$ cat config.mk
export PLATFORM = sky130hd
export DESIGN_NAME = sqc_queue_cfg
export DESIGN_NICKNAME = d
export VERILOG_FILES = /design/src/common/sqc_pkg.sv /design/src/hdl/sqc_queue_cfg.sv /design/src/hdl/sqc_queue_mem.sv
export SDC_FILE = /design/constraint.sdc
export NUM_CORES = 1
export LEC_CHECK = 0
export BUFFER_PORTS_ARGS = -buffer_cell sky130_fd_sc_hd__buf_2
export CAP_MARGIN = 20
export CELL_PAD_IN_SITES_DETAIL_PLACEMENT = 2
export CELL_PAD_IN_SITES_GLOBAL_PLACEMENT = 2
export CORE_MARGIN = 8
export CORE_UTILIZATION = 45
export DETAILED_ROUTE_END_ITERATION = 7
export GPL_ROUTABILITY_DRIVEN = 0
export GPL_TIMING_DRIVEN = 0
export PLACE_DENSITY = 0.75
export SLEW_MARGIN = 20
export SYNTH_ARGS = -nofsm -noshare
export SYNTH_HDL_FRONTEND = slang
export SYNTH_SLANG_ARGS = --single-unit
$ cat constraint.sdc
create_clock -name clk -period 5.1 [get_ports clk]
set_input_delay 0.765 -clock clk [delete_from_list [all_inputs] [get_ports clk]]
set_output_delay 0.765 -clock clk [all_outputs]
set_load 0.02 [all_outputs]
$ cat src/common/sqc_pkg.sv
// Package: register map, field positions, reset values and sizes of the queue block.
`default_nettype none
package sqc_pkg;
    localparam int unsigned SQC_AW = 12;
    localparam logic [11:0] SQC_CFG_OFS = 12'hE00;
    localparam logic [11:0] SQC_STAT_OFS = 12'hE04;
    localparam logic [11:0] SQC_TRIG_OFS = 12'hE08;
    localparam logic [11:0] SQC_TXDATA_OFS = 12'hE20;
    localparam logic [11:0] SQC_RXDATA_OFS = 12'hE30;
    // Configuration register fields.
    localparam int unsigned SQC_TX_ON_BIT = 0;
    localparam int unsigned SQC_RX_ON_BIT = 1;
    localparam int unsigned SQC_SIZE_LSB = 4;
    localparam int unsigned SQC_TX_DMA_BIT = 12;
    localparam int unsigned SQC_RX_DMA_BIT = 13;
    localparam int unsigned SQC_TX_WAKE_BIT = 14;
    localparam int unsigned SQC_RX_WAKE_BIT = 15;
    localparam int unsigned SQC_TX_FLUSH_BIT = 16;
    localparam int unsigned SQC_RX_FLUSH_BIT = 17;
    localparam logic [1:0] SQC_SIZE_CODE = 2'h1;
    // Trigger settings register fields.
    localparam int unsigned SQC_TX_LVLENA_BIT = 0;
    localparam int unsigned SQC_RX_LVLENA_BIT = 1;
    localparam int unsigned SQC_TX_TRIG_LSB = 8;
    localparam int unsigned SQC_RX_TRIG_LSB = 16;
    // Status register fields.
    localparam int unsigned SQC_ST_TXEMPTY_BIT = 0;
    localparam int unsigned SQC_ST_TXNOTFULL_BIT = 1;
    localparam int unsigned SQC_ST_RXNOTEMPTY_BIT = 2;
    localparam int unsigned SQC_ST_RXFULL_BIT = 3;
    localparam int unsigned SQC_ST_TX_TRIGGER_LEVEL_LSB = 8;
    localparam int unsigned SQC_ST_RX_TRIGGER_LEVEL_LSB = 16;
    // Queue geometry and reset values.
    localparam int unsigned SQC_DEPTH = 8;
    localparam int unsigned SQC_WIDTH = 16;
    localparam int unsigned SQC_LW = 4;
    localparam logic SQC_ON_RST = 1'b0;
    localparam logic [3:0] SQC_TRIG_RST = 4'h0;
    localparam logic [31:0] SQC_RD_RST = 32'h0000_0000;
endpackage
`default_nettype wire

$ cat src/hdl/sqc_queue_cfg.sv
// Queue configuration block: transmit and receive queues, transfer requests and wake logic.
// What this block does
// - Bit 0 enables transmit queue, resets clear.
// - Bit 1 enables receive queue, resets clear.
// - Bits 5:4 read size code one.
// - Transmit request while enabled and not full.
// - Receive request while enabled and holding data.
// - Transmit wake at or below trigger level when enabled.
// - Receive wake above trigger level when enabled.
// - Wake bits clear: no level wake; reset clear.
// - Level wake serves transfer engine, never processor.
// - Reserved bits read zero, written zeros.
// - Bits 16, 17 flush queues, write-only.
// - Trigger levels come from trigger settings register.
`default_nettype none
module sqc_queue_cfg
    import sqc_pkg::*;
#(
    parameter int unsigned WIDTH = SQC_WIDTH,
    parameter int unsigned DEPTH = SQC_DEPTH
) (
    input wire logic clk, // Block clock, 25 MHz.
    input wire logic rst, // Asynchronous reset, high.
    input wire logic [SQC_AW-1:0] addr, // Register byte address.
    input wire logic [31:0] wdata, // Register write data.
    input wire logic wr, // Write strobe.
    input wire logic rd, // Read strobe.
    output logic [31:0] rdata, // Read data, cycle after rd.
    input wire logic tx_pop, // Shift engine takes a transmit word.
    output logic [WIDTH-1:0] tx_word, // Transmit word, valid with tx_word_valid.
    output logic tx_word_valid, // Pulse: tx_word holds the taken word.
    output logic tx_avail, // Transmit queue has a word to take.
    input wire logic [WIDTH-1:0] rx_in_data, // Received word from shift engine.
    input wire logic rx_in_valid, // Received word offered.
    output logic rx_in_ready, // Receive queue accepts a word.
    output logic dma_tx_req, // Transmit transfer request, level.
    output logic dma_rx_req, // Receive transfer request, level.
    output logic dma_wake, // Wake-up for transfer service only.
    output logic tx_level_hit, // Transmit level trigger for interrupt logic.
    output logic rx_level_hit // Receive level trigger for interrupt logic.
);
    localparam int unsigned AW = $clog2(DEPTH);
    localparam logic [SQC_LW-1:0] FULL_CNT = SQC_LW'(DEPTH);

    logic [1:0] on_r;
    logic [1:0] dma_on_r;
    logic [1:0] wake_on_r;
    logic [1:0] lvlena_r;
    logic [SQC_LW-1:0] trig_r [2];
    logic [AW-1:0] wptr_r [2];
    logic [AW-1:0] rptr_r [2];
    logic [SQC_LW-1:0] cnt_r [2];
    logic [1:0] push;
    logic [1:0] pop;
    logic [1:0] flush;
    logic [1:0] full;
    logic [1:0] empty;
    logic [1:0] at_trig;
    logic [WIDTH-1:0] rd_q [2];
    logic [31:0] rdata_r;
    logic rx_sel_r;
    logic tx_word_valid_r;

    function automatic logic hit(input logic [SQC_AW-1:0] a, input logic [SQC_AW-1:0] ofs);
        hit = (a == ofs);
    endfunction

    wire cfg_wr = wr && hit(addr, SQC_CFG_OFS);
    wire trig_wr = wr && hit(addr, SQC_TRIG_OFS);
    wire txd_wr = wr && hit(addr, SQC_TXDATA_OFS);
    wire rxd_rd = rd && hit(addr, SQC_RXDATA_OFS);

    // Flush commands act only on the write cycle and are never stored.
    assign flush[0] = cfg_wr && wdata[SQC_TX_FLUSH_BIT];
    assign flush[1] = cfg_wr && wdata[SQC_RX_FLUSH_BIT];

    // A transmit word written to a disabled or full queue is dropped, a received word is refused; flush wins over both.
    assign push[0] = txd_wr && on_r[0] && !full[0] && !flush[0];
    assign push[1] = rx_in_valid && rx_in_ready && !flush[1];
    assign pop[0] = tx_pop && tx_avail && !flush[0];
    assign pop[1] = rxd_rd && on_r[1] && !empty[1] && !flush[1];

    assign rx_in_ready = on_r[1] && !full[1];
    assign tx_avail = on_r[0] && !empty[0];

    genvar q;
    generate
        for (q = 0; q < 2; q++) begin : g_queue
            logic [SQC_LW-1:0] cnt_nxt;

            assign full[q] = (cnt_r[q] == FULL_CNT);
            assign empty[q] = (cnt_r[q] == '0);
            assign cnt_nxt = flush[q] ? '0 :
                cnt_r[q] + SQC_LW'(push[q]) - SQC_LW'(pop[q]);

            always_ff @(posedge clk or posedge rst) begin
                if (rst) begin
                    wptr_r[q] <= '0;
                    rptr_r[q] <= '0;
                    cnt_r[q] <= '0;
                end else begin
                    cnt_r[q] <= cnt_nxt;
                    if (flush[q]) begin
                        wptr_r[q] <= '0;
                        rptr_r[q] <= '0;
                    end else begin
                        if (push[q]) begin
                            wptr_r[q] <= AW'(wptr_r[q] + 1'b1);
                        end
                        if (pop[q]) begin
                            rptr_r[q] <= AW'(rptr_r[q] + 1'b1);
                        end
                    end
                end
            end

            sqc_queue_mem #(
                .WIDTH(WIDTH),
                .DEPTH(DEPTH),
                .AW(AW)
            ) u_mem (
                .clk(clk),
                .rst(rst),
                .wr_en(push[q]),
                .wr_addr(wptr_r[q]),
                .wr_data(q == 0 ? wdata[WIDTH-1:0] : rx_in_data),
                .rd_en(pop[q]),
                .rd_addr(rptr_r[q]),
                .rd_data(rd_q[q])
            );
        end
    endgenerate

    // Configuration and trigger settings registers.
    always_ff @(posedge clk or posedge rst) begin
        if (rst) begin
            on_r <= {2{SQC_ON_RST}};
            dma_on_r <= {2{SQC_ON_RST}};
            wake_on_r <= {2{SQC_ON_RST}};
            lvlena_r <= {2{SQC_ON_RST}};
            trig_r[0] <= SQC_TRIG_RST;
            trig_r[1] <= SQC_TRIG_RST;
        end else begin
            if (cfg_wr) begin
                on_r <= {wdata[SQC_RX_ON_BIT], wdata[SQC_TX_ON_BIT]};
                dma_on_r <= {wdata[SQC_RX_DMA_BIT], wdata[SQC_TX_DMA_BIT]};
                wake_on_r <= {wdata[SQC_RX_WAKE_BIT], wdata[SQC_TX_WAKE_BIT]};
            end
            if (trig_wr) begin
                lvlena_r <= {wdata[SQC_RX_LVLENA_BIT], wdata[SQC_TX_LVLENA_BIT]};
                trig_r[0] <= wdata[SQC_TX_TRIG_LSB +: SQC_LW];
                trig_r[1] <= wdata[SQC_RX_TRIG_LSB +: SQC_LW];
            end
        end
    end

    // Transfer requests follow the queue state with no added delay.
    assign dma_tx_req = dma_on_r[0] && on_r[0] && !full[0];
    assign dma_rx_req = dma_on_r[1] && on_r[1] && !empty[1];

    // Transmit triggers once drained to its level, receive once filled beyond it.
    assign at_trig[0] = on_r[0] && (cnt_r[0] <= trig_r[0]);
    assign at_trig[1] = on_r[1] && (cnt_r[1] > trig_r[1]);

    // The wake only starts transfer service; no processor wake leaves this block.
    assign dma_wake = |(wake_on_r & at_trig);
    assign tx_level_hit = lvlena_r[0] && at_trig[0];
    assign rx_level_hit = lvlena_r[1] && at_trig[1];

    // Read path; reserved and unmapped bits read as zero.
    wire [31:0] cfg_view = {
        16'h0000,
        wake_on_r[1], wake_on_r[0], dma_on_r[1], dma_on_r[0],
        6'h00, SQC_SIZE_CODE, 2'h0, on_r[1], on_r[0]
    };
    wire [31:0] stat_view = {
        12'h000, cnt_r[1], 4'h0, cnt_r[0], 4'h0,
        full[1], !empty[1], !full[0], empty[0]
    };
    wire [31:0] trig_view = {
        12'h000, trig_r[1], 4'h0, trig_r[0], 6'h00, lvlena_r
    };
    wire [31:0] rd_mux = hit(addr, SQC_CFG_OFS) ? cfg_view :
        hit(addr, SQC_STAT_OFS) ? stat_view :
        hit(addr, SQC_TRIG_OFS) ? trig_view : SQC_RD_RST;

    always_ff @(posedge clk or posedge rst) begin
        if (rst) begin
            rdata_r <= SQC_RD_RST;
            rx_sel_r <= 1'b0;
            tx_word_valid_r <= 1'b0;
        end else begin
            rdata_r <= rd ? rd_mux : SQC_RD_RST;
            rx_sel_r <= pop[1];
            tx_word_valid_r <= pop[0];
        end
    end

    // A receive word comes from the storage's own output register.
    assign rdata = rx_sel_r ? {{(32 - WIDTH){1'b0}}, rd_q[1]} : rdata_r;
    assign tx_word = rd_q[0];
    assign tx_word_valid = tx_word_valid_r;
endmodule
`default_nettype wire

$ cat src/hdl/sqc_queue_mem.sv
// Two-port storage for one queue, with registered read data.
`default_nettype none
module sqc_queue_mem #(
    parameter int unsigned WIDTH = 16,
    parameter int unsigned DEPTH = 8,
    parameter int unsigned AW = 3
) (
    input wire logic clk, // Block clock.
    input wire logic rst, // Asynchronous reset, high.
    input wire logic wr_en, // Store wr_data at wr_addr.
    input wire logic [AW-1:0] wr_addr, // Write location.
    input wire logic [WIDTH-1:0] wr_data, // Word to store.
    input wire logic rd_en, // Fetch word at rd_addr.
    input wire logic [AW-1:0] rd_addr, // Read location.
    output logic [WIDTH-1:0] rd_data // Word from the last fetch, held until the next.
);
    logic [WIDTH-1:0] mem_r [DEPTH];

    always_ff @(posedge clk) begin
        if (wr_en) begin
            mem_r[wr_addr] <= wr_data;
        end
    end

    always_ff @(posedge clk or posedge rst) begin
        if (rst) begin
            rd_data <= '0;
        end else if (rd_en) begin
            rd_data <= mem_r[rd_addr];
        end
    end
endmodule
`default_nettype wire

# Word-level counts from Yosys, hierarchy flattened
# Memories as Yosys holds them, arrays and structs flattened. A register that Yosys moved wholly into a read port is not among the register bits.
# Index checks and enable logic that the tools add are counted.
# Widths: inputs -> output; s select.
dict set report totals {
  inputBits 66
  out_inout_bits 56
  memories 2
  ramBits 256
  ff_bits 58
}
# memory words width rd rd_clocked_by_memory_dff write_ports line_no
set memory_table {}
lappend memory_table {{g_queue[0].u_mem.mem_r} 8 16 1 1 1 sqc_queue_mem.sv:17} ;# logic [WIDTH-1:0] mem_r [DEPTH];
lappend memory_table {{g_queue[1].u_mem.mem_r} 8 16 1 1 1 sqc_queue_mem.sv:17}
dict set report op_classes {
  mux 19
  eq_ne 7
  n_addsub 8
  reduce_logical 39
  magnitude_cmp 2
  bitwise_logic 1
}
# operator n
set ops {}
lappend ops {{$mux 20} 5}
lappend ops {{$eq 12x12->1 const B} 5}
lappend ops {{$logic_and 1x1->1} 26}
lappend ops {{$mux 3} 8}
lappend ops {{$add 3x1->3 const B} 4}
lappend ops {{$add 4x1->4} 2}
lappend ops {{$eq 4x4->1 const B} 2}
lappend ops {{$logic_not 4->1} 2}
lappend ops {{$mux 4} 2}
lappend ops {{$reduce_bool 2->1} 4}
lappend ops {{$sub 4x1->4} 2}
lappend ops {{$logic_not 1->1} 6}
lappend ops {{$gt 4x4->1} 1}
lappend ops {{$le 4x4->1} 1}
lappend ops {{$mux 1} 4}
lappend ops {{$and 2x2->2} 1}
lappend ops {{$reduce_or 2->1} 1}

# Logic depth before layout (Yosys ltp)
# Gate-level depths: netlist (run 1).
dict set report logic_depth {
  depth_word 8
  depth_mapped 13
  mapped_depth_nobuf 12
}

# Cells and area by module
# A second synthesis (run 1) with hierarchy kept.
dict set report hier_totals {
  hier_cells 938
  hier_area_um2 14493.9
}
# mod instances area_each_um2 seq_area_each_um2 cells_each
set by_module_without_submodules {}
lappend by_module_without_submodules {sqc_queue_mem 2 5662.9 4244.1 326}
lappend by_module_without_submodules {sqc_queue_cfg 1 3168.0 1376.3 286}

# Least setup slack after synthesis (run 1)
# OpenSTA, ideal clock, no wires.
dict set report synth_path {
  kind {input to register}
  from {in addr[1]}
  to {mem g_queue[0].u_mem.mem_r[2][0], enable pin}
  n_path_buf 1
  required_ns 4.664
  path_stages 5
  arrival_ns 3.798
  setup_time_ns 0.436
  slack_ns 0.865
  path_cell_list {nor4_1 > nand2_1 > or4_1 > buf_2 > nor4b_1}
}
dict set report synth_between {
  elab_chain_cells 7
  word_cells_on_any_way 11
}
# element line_no
set synth_rtl {}
lappend synth_rtl {{start: declaration} sqc_queue_cfg.sv:24} ;# input wire logic [SQC_AW-1:0] addr,
lappend synth_rtl {{$eq 12x12->1} sqc_queue_cfg.sv:65} ;# hit = (a == ofs);
lappend synth_rtl {{$logic_and 1x1->1, on equally long branches} {sqc_queue_cfg.sv:70, sqc_queue_cfg.sv:68}}
lappend synth_rtl {{$logic_and 1x1->1, on equally long branches} {sqc_queue_cfg.sv:78, sqc_queue_cfg.sv:74}}
lappend synth_rtl {{$logic_and 1x1->1 or $logic_not 1->1 (tied branches)} sqc_queue_cfg.sv:78} ;# assign push[0] = txd_wr && on_r[0] && !full[0] && !flush[0];
lappend synth_rtl {{$logic_and 1x1->1 (*)} sqc_queue_cfg.sv:78}
lappend synth_rtl {{$mux 1 (*)} sqc_queue_mem.sv:20} ;# if (wr_en) begin
lappend synth_rtl {{$mux 1 (not written as such) (*)} sqc_queue_mem.sv:21} ;# mem_r[wr_addr] <= wr_data;
lappend synth_rtl {{end: declaration} sqc_queue_mem.sv:17}
# Mark *: on every way between the ends. The rest lies on a longest branch, timed or not.

# Final worst setup path (run 1)
dict set report layout_path {
  from {reg cnt_r[6] (netlist name)}
  to {reg cnt_r[7] (netlist name)}
}
dict set report layout_between {
  elab_chain_cells 7
  word_cells_on_any_way 12
}
# element line_no
set layout_rtl {}
lappend layout_rtl {{start: declaration} sqc_queue_cfg.sv:52} ;# logic [SQC_LW-1:0] cnt_r [2];
lappend layout_rtl {{start signal: indexed assignment} sqc_queue_cfg.sv:102} ;# cnt_r[q] <= cnt_nxt;
lappend layout_rtl {{$logic_not 4->1} sqc_queue_cfg.sv:92} ;# assign empty[q] = (cnt_r[q] == '0);
lappend layout_rtl {{$logic_not 1->1} sqc_queue_cfg.sv:84} ;# assign tx_avail = on_r[0] && !empty[0];
lappend layout_rtl {{$logic_and 1x1->1} sqc_queue_cfg.sv:84}
lappend layout_rtl {{$logic_and 1x1->1 (2 in series)} sqc_queue_cfg.sv:80} ;# assign pop[0] = tx_pop && tx_avail && !flush[0];
lappend layout_rtl {{via g_queue[0].u_mem.rd_en} sqc_queue_mem.sv:13} ;# input wire logic rd_en,
lappend layout_rtl {{$sub 4x1->4} sqc_queue_cfg.sv:94} ;# cnt_r[q] + SQC_LW'(push[q]) - SQC_LW'(pop[q]);
lappend layout_rtl {{$mux 4} sqc_queue_cfg.sv:93} ;# assign cnt_nxt = flush[q] ? '0 :
lappend layout_rtl {{via g_queue[0].cnt_nxt[3]} sqc_queue_cfg.sv:89} ;# logic [SQC_LW-1:0] cnt_nxt;
# The timed path passes the listed nets, and every way through them passes these cells.
# A chain may end at the register's enable or synchronous reset.

==> impl_metrics.toml, run 1 <==
[logic_synthesis]
synth_seq_cells = 343
ys_warn_count = 0
yosysUniqueCellTypes = 54
synth_flop_cell = "edfxtp_1"
syn_avg_cell_area_um2 = 18.29
synth-edff-count = 256
seq_area_frac_synth_pct = 69.78
syn_area_um2 = 14140
synthArstFlopShare_pct = 25.36
syn_inst = 773

[global_route]
grt_pass1_vias = 8983
grt_pass1_wl_um = 60400
grt_start_max_net_pins = 74
grt_antenna_before_repair = 0
grt_overflow = 0
track_usage_pct = 21.59

[worst_setup_path]
path_class = "flip-flop to flip-flop"
r2r_cells = 13
arrival_ns = 3.96
critPathMaxFanout = 11
required_ns = 5.49
critical_path.endpoint_type = "flip-flop"
cp-start-kind = "flip-flop"
ff2ff_setup_slack_ns = 1.53
r2r_start = "cnt_r[6]"
timing.rr.end = "cnt_r[7]"

[power_and_ir_drop]
intPower_mw = 4.648
pwr-share-clk_pct = 43.5
p_leak_nw = 6.304
combinationalPowerShare_pct = 5.3
ir_worst_vdd_mv = 0.2854
p_sw_mw = 1.311
p_seq_share_pct = 51.2
switching_share_pct = 22.01
cellPowerDensity_nw_per_um2 = 357.0

[cells_and_area]
register_area_um2 = 9864
fin_nets = 1045
n_antenna_cell = 0
final_common_cell = "edfxtp_1"
drive_gt1_share_pct = 40.16
final_cell_mix = "edfxtp_1 (256), buf_2 (119), mux2_2 (93), dfrtp_1 (87), mux4_2 (64)"
area_delta_synth_final_pct = 18.08
multi_input_area_um2 = 4028
n_fill_cell = 2798

[floorplan]
core_area_um2 = 31230
die_w_um = 193.2
fp-row-count = 65
io-pin-count = 122
initial_core_util_pct = 45.27
die_y_um = 193.2
dieArea_um2 = 37340

[clocking]
ctsResizeCount = 0
tritoncts = "yes"
clk_pin_slew_worst_paths_ns = 0.06
clockBufferDepth = 3
cts_buffers = 37
cts-root-buf = "clkbuf_16"
cts.sinks = 343
clk_latency_ns = 0.53
cts_htree_levels = 2
cts_hold_buf = 0
cts_setup_buffers = 0

[routing]
routedWlPerCell_um = 29.16
routed_wl_um = 40320
vias_per_cell = 5.625
drt_iter0_markers = 511
first_pass_iters = 4
drc = 0
num_vias = 7779
ant_nets = 0

[timing]
min_period_ns = 3.573
hold_violations = 0
timing.final.crit_share_pct = 70.05
fin_setup_tns_ns = 0
tightest_slew_ns = 1.132
setup_viol = 0
final_max_slew_viol_count = 0
rsz0062_at_grt = "false"
fmax_ghz = 0.2799
fin_worst_skew_ns = 0.01857
max-slew-margin-rel_pct = 24.34
hold_slack_ns = 0.1695

[placement]
numPortBuffers = 97
dp_hpwl_um = 28830

[job]
maxCapViolCount = 0

[hold_path]
hold_path_class = "input pin to asynchronous set/reset pin"

[run_status]
outcome = "finished clean"
## worst max-delay path: stages (launching register included)
cell and delay (ns):
dfrtp_1 0.41, inv_1 0.11, ha_1 0.24, or3b_2 0.24, nand3_1 0.24, a21oi_2 0.57
buf_2 0.47, ha_1 0.22, inv_1 0.08, ha_1 0.30, a21o_1 0.17, a21oi_1 0.19
xnor2_1 0.14, nor2_1 0.06
## Yosys cell counts, drive strengths merged, types with 2 or more instances
master,n,area (um^2)
nor4,10,113.9
xnor2,5,43.79
ha,24,300.3
a21o,2,15.01
clkbuf,22,82.58
nor2,29,108.9
nor2b,7,43.79
o2bb2ai,2,17.52
dfrtp,87,2177
mux2i,5,50.05
mux2,93,1047
nor3,8,40.04
o31ai,3,22.52
or3b,4,35.03
and3,2,12.51
nand3,5,25.02
and2,16,100.1
nor4b,3,32.53
or4,6,48.80
nor3b,2,15.01
fa,2,40.04
edfxtp,256,7687
buf,27,167.7
nand2,18,67.56
inv,29,108.9
mux4,64,1441
a21oi,9,48.80
a22oi,8,60.06
xor2,3,26.28
nand2b,3,18.77
nand4,5,31.28
## kinds of logic (layout without fill, tap and decap cells)
group / count (synthesis) / in the layout / share of synthesized area [%]
mux: 162 / 162 / 17.96
other cells: 1 / 12 / 0.02653
fa+ha+maj: 26 / 26 / 2.407
xor+xnor: 8 / 8 / 0.4956
flops: 343 / 343 / 69.78
buf+inv: 78 / 275 / 2.540
simple gates: 124 / 124 / 5.257
compound gates: 31 / 31 / 1.540
## power groups by stage
stage	Combinational, mW	Sequential (mW)	Clock, mW
after floorplan	0.183	3.10	0
after global placement	0.275	3.10	0
after detailed placement	0.310	3.11	0
after CTS	0.319	3.05	2.64
after global routing	0.341	3.05	2.73
final	0.315	3.05	2.59
## worst max path at each step
stage	startpoint	endpoint	slack (ns)	cells after the start
3_5_place_dp	addr[1]	g_queue[0].u_mem.mem_r[6][3]	1.09	8
4_1_cts	cnt_r[6]	cnt_r[7]	1.55	13
5_1_grt	addr[1]	g_queue[0].u_mem.mem_r[5][7]	1.33	8
2_1_floorplan	addr[1]	g_queue[0].u_mem.mem_r[2][0]	0.87	5
6_report	cnt_r[6]	cnt_r[7]	1.53	13
3_3_place_gp	addr[1]	g_queue[0].u_mem.mem_r[2][7]	-1.46	6
## flip-flops by register name, indices dropped and copies added, names as in the netlist, 6 cells and up
name,count
g_queue.u_mem.rd_data,32
rdata_r,17
cnt_r,8
g_queue.u_mem.mem_r,256
trig_r,8
rptr_r,6
wptr_r,6
## layer usage
layer	up-vias	part of all wire, %	GRT usage (%)
met5	-	0	0
met4	0	2.2	5.644
met3	50	4.9	3.627
met2	220	51	37.25
met1	4163	42	28.05
li1	3346	-	-
## per-stage QoR
step	worst slack, ns	instance area (um^2)	instances	power, mW	util [%]
2_1_floorplan	0.8653	14180	784	3.287	-
3_3_place_gp	-1.464	15170	1283	3.379	48.57
3_5_place_dp	1.087	15530	1316	3.417	49.74
4_1_cts	1.550	16690	1383	6.011	53.45
5_1_grt	1.331	16690	1383	6.118	53.45
6_report	1.527	16690	1383	5.959	53.45
## layout make-up
type / count / area share, %
clock buffers: 45 / 5.974
well taps: 402 / 3.013
multi-input cells: 363 / 24.13
repair buffers: 130 / 4.639
clock inverters: 22 / 0.9744
flip-flops and latches: 343 / 59.09
plain buffers: 49 / 1.499
inverters: 29 / 0.6821
Note: power is estimated with default switching activity, not from simulation.
==> inputs of run 2 (changes only) <==
- clock period: 5.1 -> 3.4 ns (I/O delays scaled with it)
==> run 2 against run 1 <==
Effect of this change:
- total power is 51% higher
- cell count hardly changed
- routed wire length is 2.6% higher
- utilization is 0.34 points higher
- critical path depth is 4 lower
- clock power is 53% higher
- clock-buffer cell count is 7 higher
- largest cell class unchanged
==> impl_metrics.toml, run 2 (synthesis results as in run 1) <==
[run_status]
outcome = "finished clean"

[global_route]
track_usage_pct = 22.19
grt_antenna_before_repair = 0
grt_overflow = 0
grt_pass1_vias = 9063
grt_start_max_net_pins = 69
grt_pass1_wl_um = 61880

[routing]
routedWlPerCell_um = 29.89
first_pass_iters = 4
ant_nets = 0
vias_per_cell = 5.663
drt_iter0_markers = 450
drc = 0
routed_wl_um = 41370
num_vias = 7838

[cells_and_area]
largest_register_ffs = 256
regMostFlops = "g_queue.u_mem.mem_r"
final_cell_mix = "edfxtp_1 (256), buf_2 (109), mux2_2 (93), dfrtp_1 (87), mux4_2 (64)"
top_regs = "g_queue.u_mem.mem_r x256, g_queue.u_mem.rd_data x32, rdata_r x17"
fin_nets = 1045
drive_gt1_share_pct = 40.47
area_delta_synth_final_pct = 18.82
final_common_cell = "edfxtp_1"

[power_and_ir_drop]
intPower_mw = 7.052
ir_worst_vdd_mv = 0.4050
combinationalPowerShare_pct = 5.3
switching_share_pct = 21.73
total_power_mw = 9.010
p_sw_mw = 1.958
pwr-share-clk_pct = 43.9
p_leak_nw = 6.324
cellPowerDensity_nw_per_um2 = 536.4
p_seq_share_pct = 50.8

[worst_setup_path]
crit_family = "simple AND/OR/NAND/NOR gates"
cp-startpoint = "cnt_r[6]"
critPathMaxFanout = 10
max_stage_delay_ns = 0.74
arrival_ns = 3.57
crit_end = "g_queue[0].u_mem.mem_r[5][13]"
worst_path_most_repeated_cell = "buf_4"
cp-start-kind = "flip-flop"
ff2ff_setup_slack_ns = 0.05
cp_cell_sequence = "inv_1, ha_1, or3b_2, nand2_1, or4_1, buf_2, nor4_2, buf_4, buf_4"
timing.rr.end = "g_queue[0].u_mem.mem_r[5][13]"
timing.critical_path.buf_inv = 4
r2r_start = "cnt_r[6]"
required_ns = 3.62
path_class = "flip-flop to flip-flop"
r2r_cells = 9
cpMaxStageDelayCell = "nor4_2"
path_depth = 9
critical_path.endpoint_type = "flip-flop"

[clocking]
cts-root-buf = "clkbuf_16"
cts.sinks = 343
clockBufferDepth = 3
cts_htree_levels = 2
tritoncts = "yes"
cts_buffers = 37
clk_pin_slew_worst_paths_ns = 0.06
clk_latency_ns = 0.53

[timing]
hold_violations = 0
fin_worst_skew_ns = 0.02469
max-slew-margin-rel_pct = 28.56
rsz0062_at_grt = "false"
min_period_ns = 3.345
hold_slack_ns = 0.2348
final_max_slew_viol_count = 0
timing.final.crit_share_pct = 98.40
fmax_ghz = 0.2989
setup_viol = 0
tightest_slew_ns = 1.069

[floorplan]
initial_core_util_pct = 45.27
io-pin-count = 122
dieArea_um2 = 37340
fp-row-count = 65
core_area_um2 = 31230
die_y_um = 193.2
die_w_um = 193.2

[hold_path]
hold_path_class = "input pin to flip-flop"

[placement]
dp_hpwl_um = 29610
numPortBuffers = 97

[job]
maxCapViolCount = 0
## run 2: cell count changes in the layout (fill, tap and decap cells not counted), sizes merged
cell	previous run	this run
clkbuf	67	74
dlygate4sd3	0	1
clkinv	19	13
buf	157	156
diode	0	1
bufinv	2	1
## run 2: per-stage QoR
stage / TNS (ns) / area (um^2) / utilization (%) / instances / setup WS [ns]
2_1_floorplan: -23.48 / 14190 / - / 784 / -0.3670
3_3_place_gp: -311.85 / 15180 / 48.61 / 1283 / -2.395
3_5_place_dp: -7.601 / 15560 / 49.82 / 1314 / -0.3805
4_1_cts: 0 / 16790 / 53.76 / 1382 / 0.07754
5_1_grt: 0 / 16800 / 53.78 / 1383 / 0.002576
6_report: 0 / 16800 / 53.79 / 1384 / 0.05456
## run 2: repair_timing
action	4_1_cts	5_1_grt
gates resized for setup	3	0
setup buffers	0	1
endpoints found under the hold margin	19	0
endpoints found under the setup margin	4	2
hold buffers	1	0
## run 2: area by class of cell
cell class | count | area (um^2)
clock inverters | 15 | 107.6
multi-input cells | 363 | 4061
diodes | 1 | 2.502
plain buffers | 49 | 252.7
well taps | 402 | 503.0
inverters | 29 | 113.9
flip-flops and latches | 343 | 9864
fillers | 2783 | 14430
repair buffers | 130 | 799.5
clock buffers | 52 | 1094
## run 2: power by group through the flow
stage          registers, mW  clock network (mW)  logic [mW]
6_report                4.58                3.96       0.474
5_1_grt                 4.58                4.15       0.535
4_1_cts                 4.58                4.03       0.482
3_5_place_dp            4.66                   0       0.458
3_3_place_gp            4.66                   0       0.412
2_1_floorplan           4.66                   0       0.274
## run 2: routing by layer
metal | vias up | GRT usage [%] | part of all wire (%)
li1 | 3350 | - | -
met1 | 4199 | 28.56 | 42
met2 | 229 | 38.68 | 51
met3 | 60 | 3.454 | 4.2
met4 | 0 | 6.100 | 2.4
met5 | - | 0 | 0
## run 2: worst min path at each step
stage / slack, ns / end / cells past startpoint / from
floorplan: 0.46 / rdata_r[13] / 1 / dma_on_r[1]
detailed placement: 0.48 / tx_word_valid / 2 / rst
global placement: 0.48 / g_queue[1].u_mem.rd_data[7] / 1 / g_queue[1].u_mem.rd_data[7]
finish: 0.23 / trig_r[2] / 2 / wdata[18]
CTS: 0.23 / trig_r[2] / 2 / wdata[18]
global route: 0.24 / trig_r[2] / 2 / wdata[18]
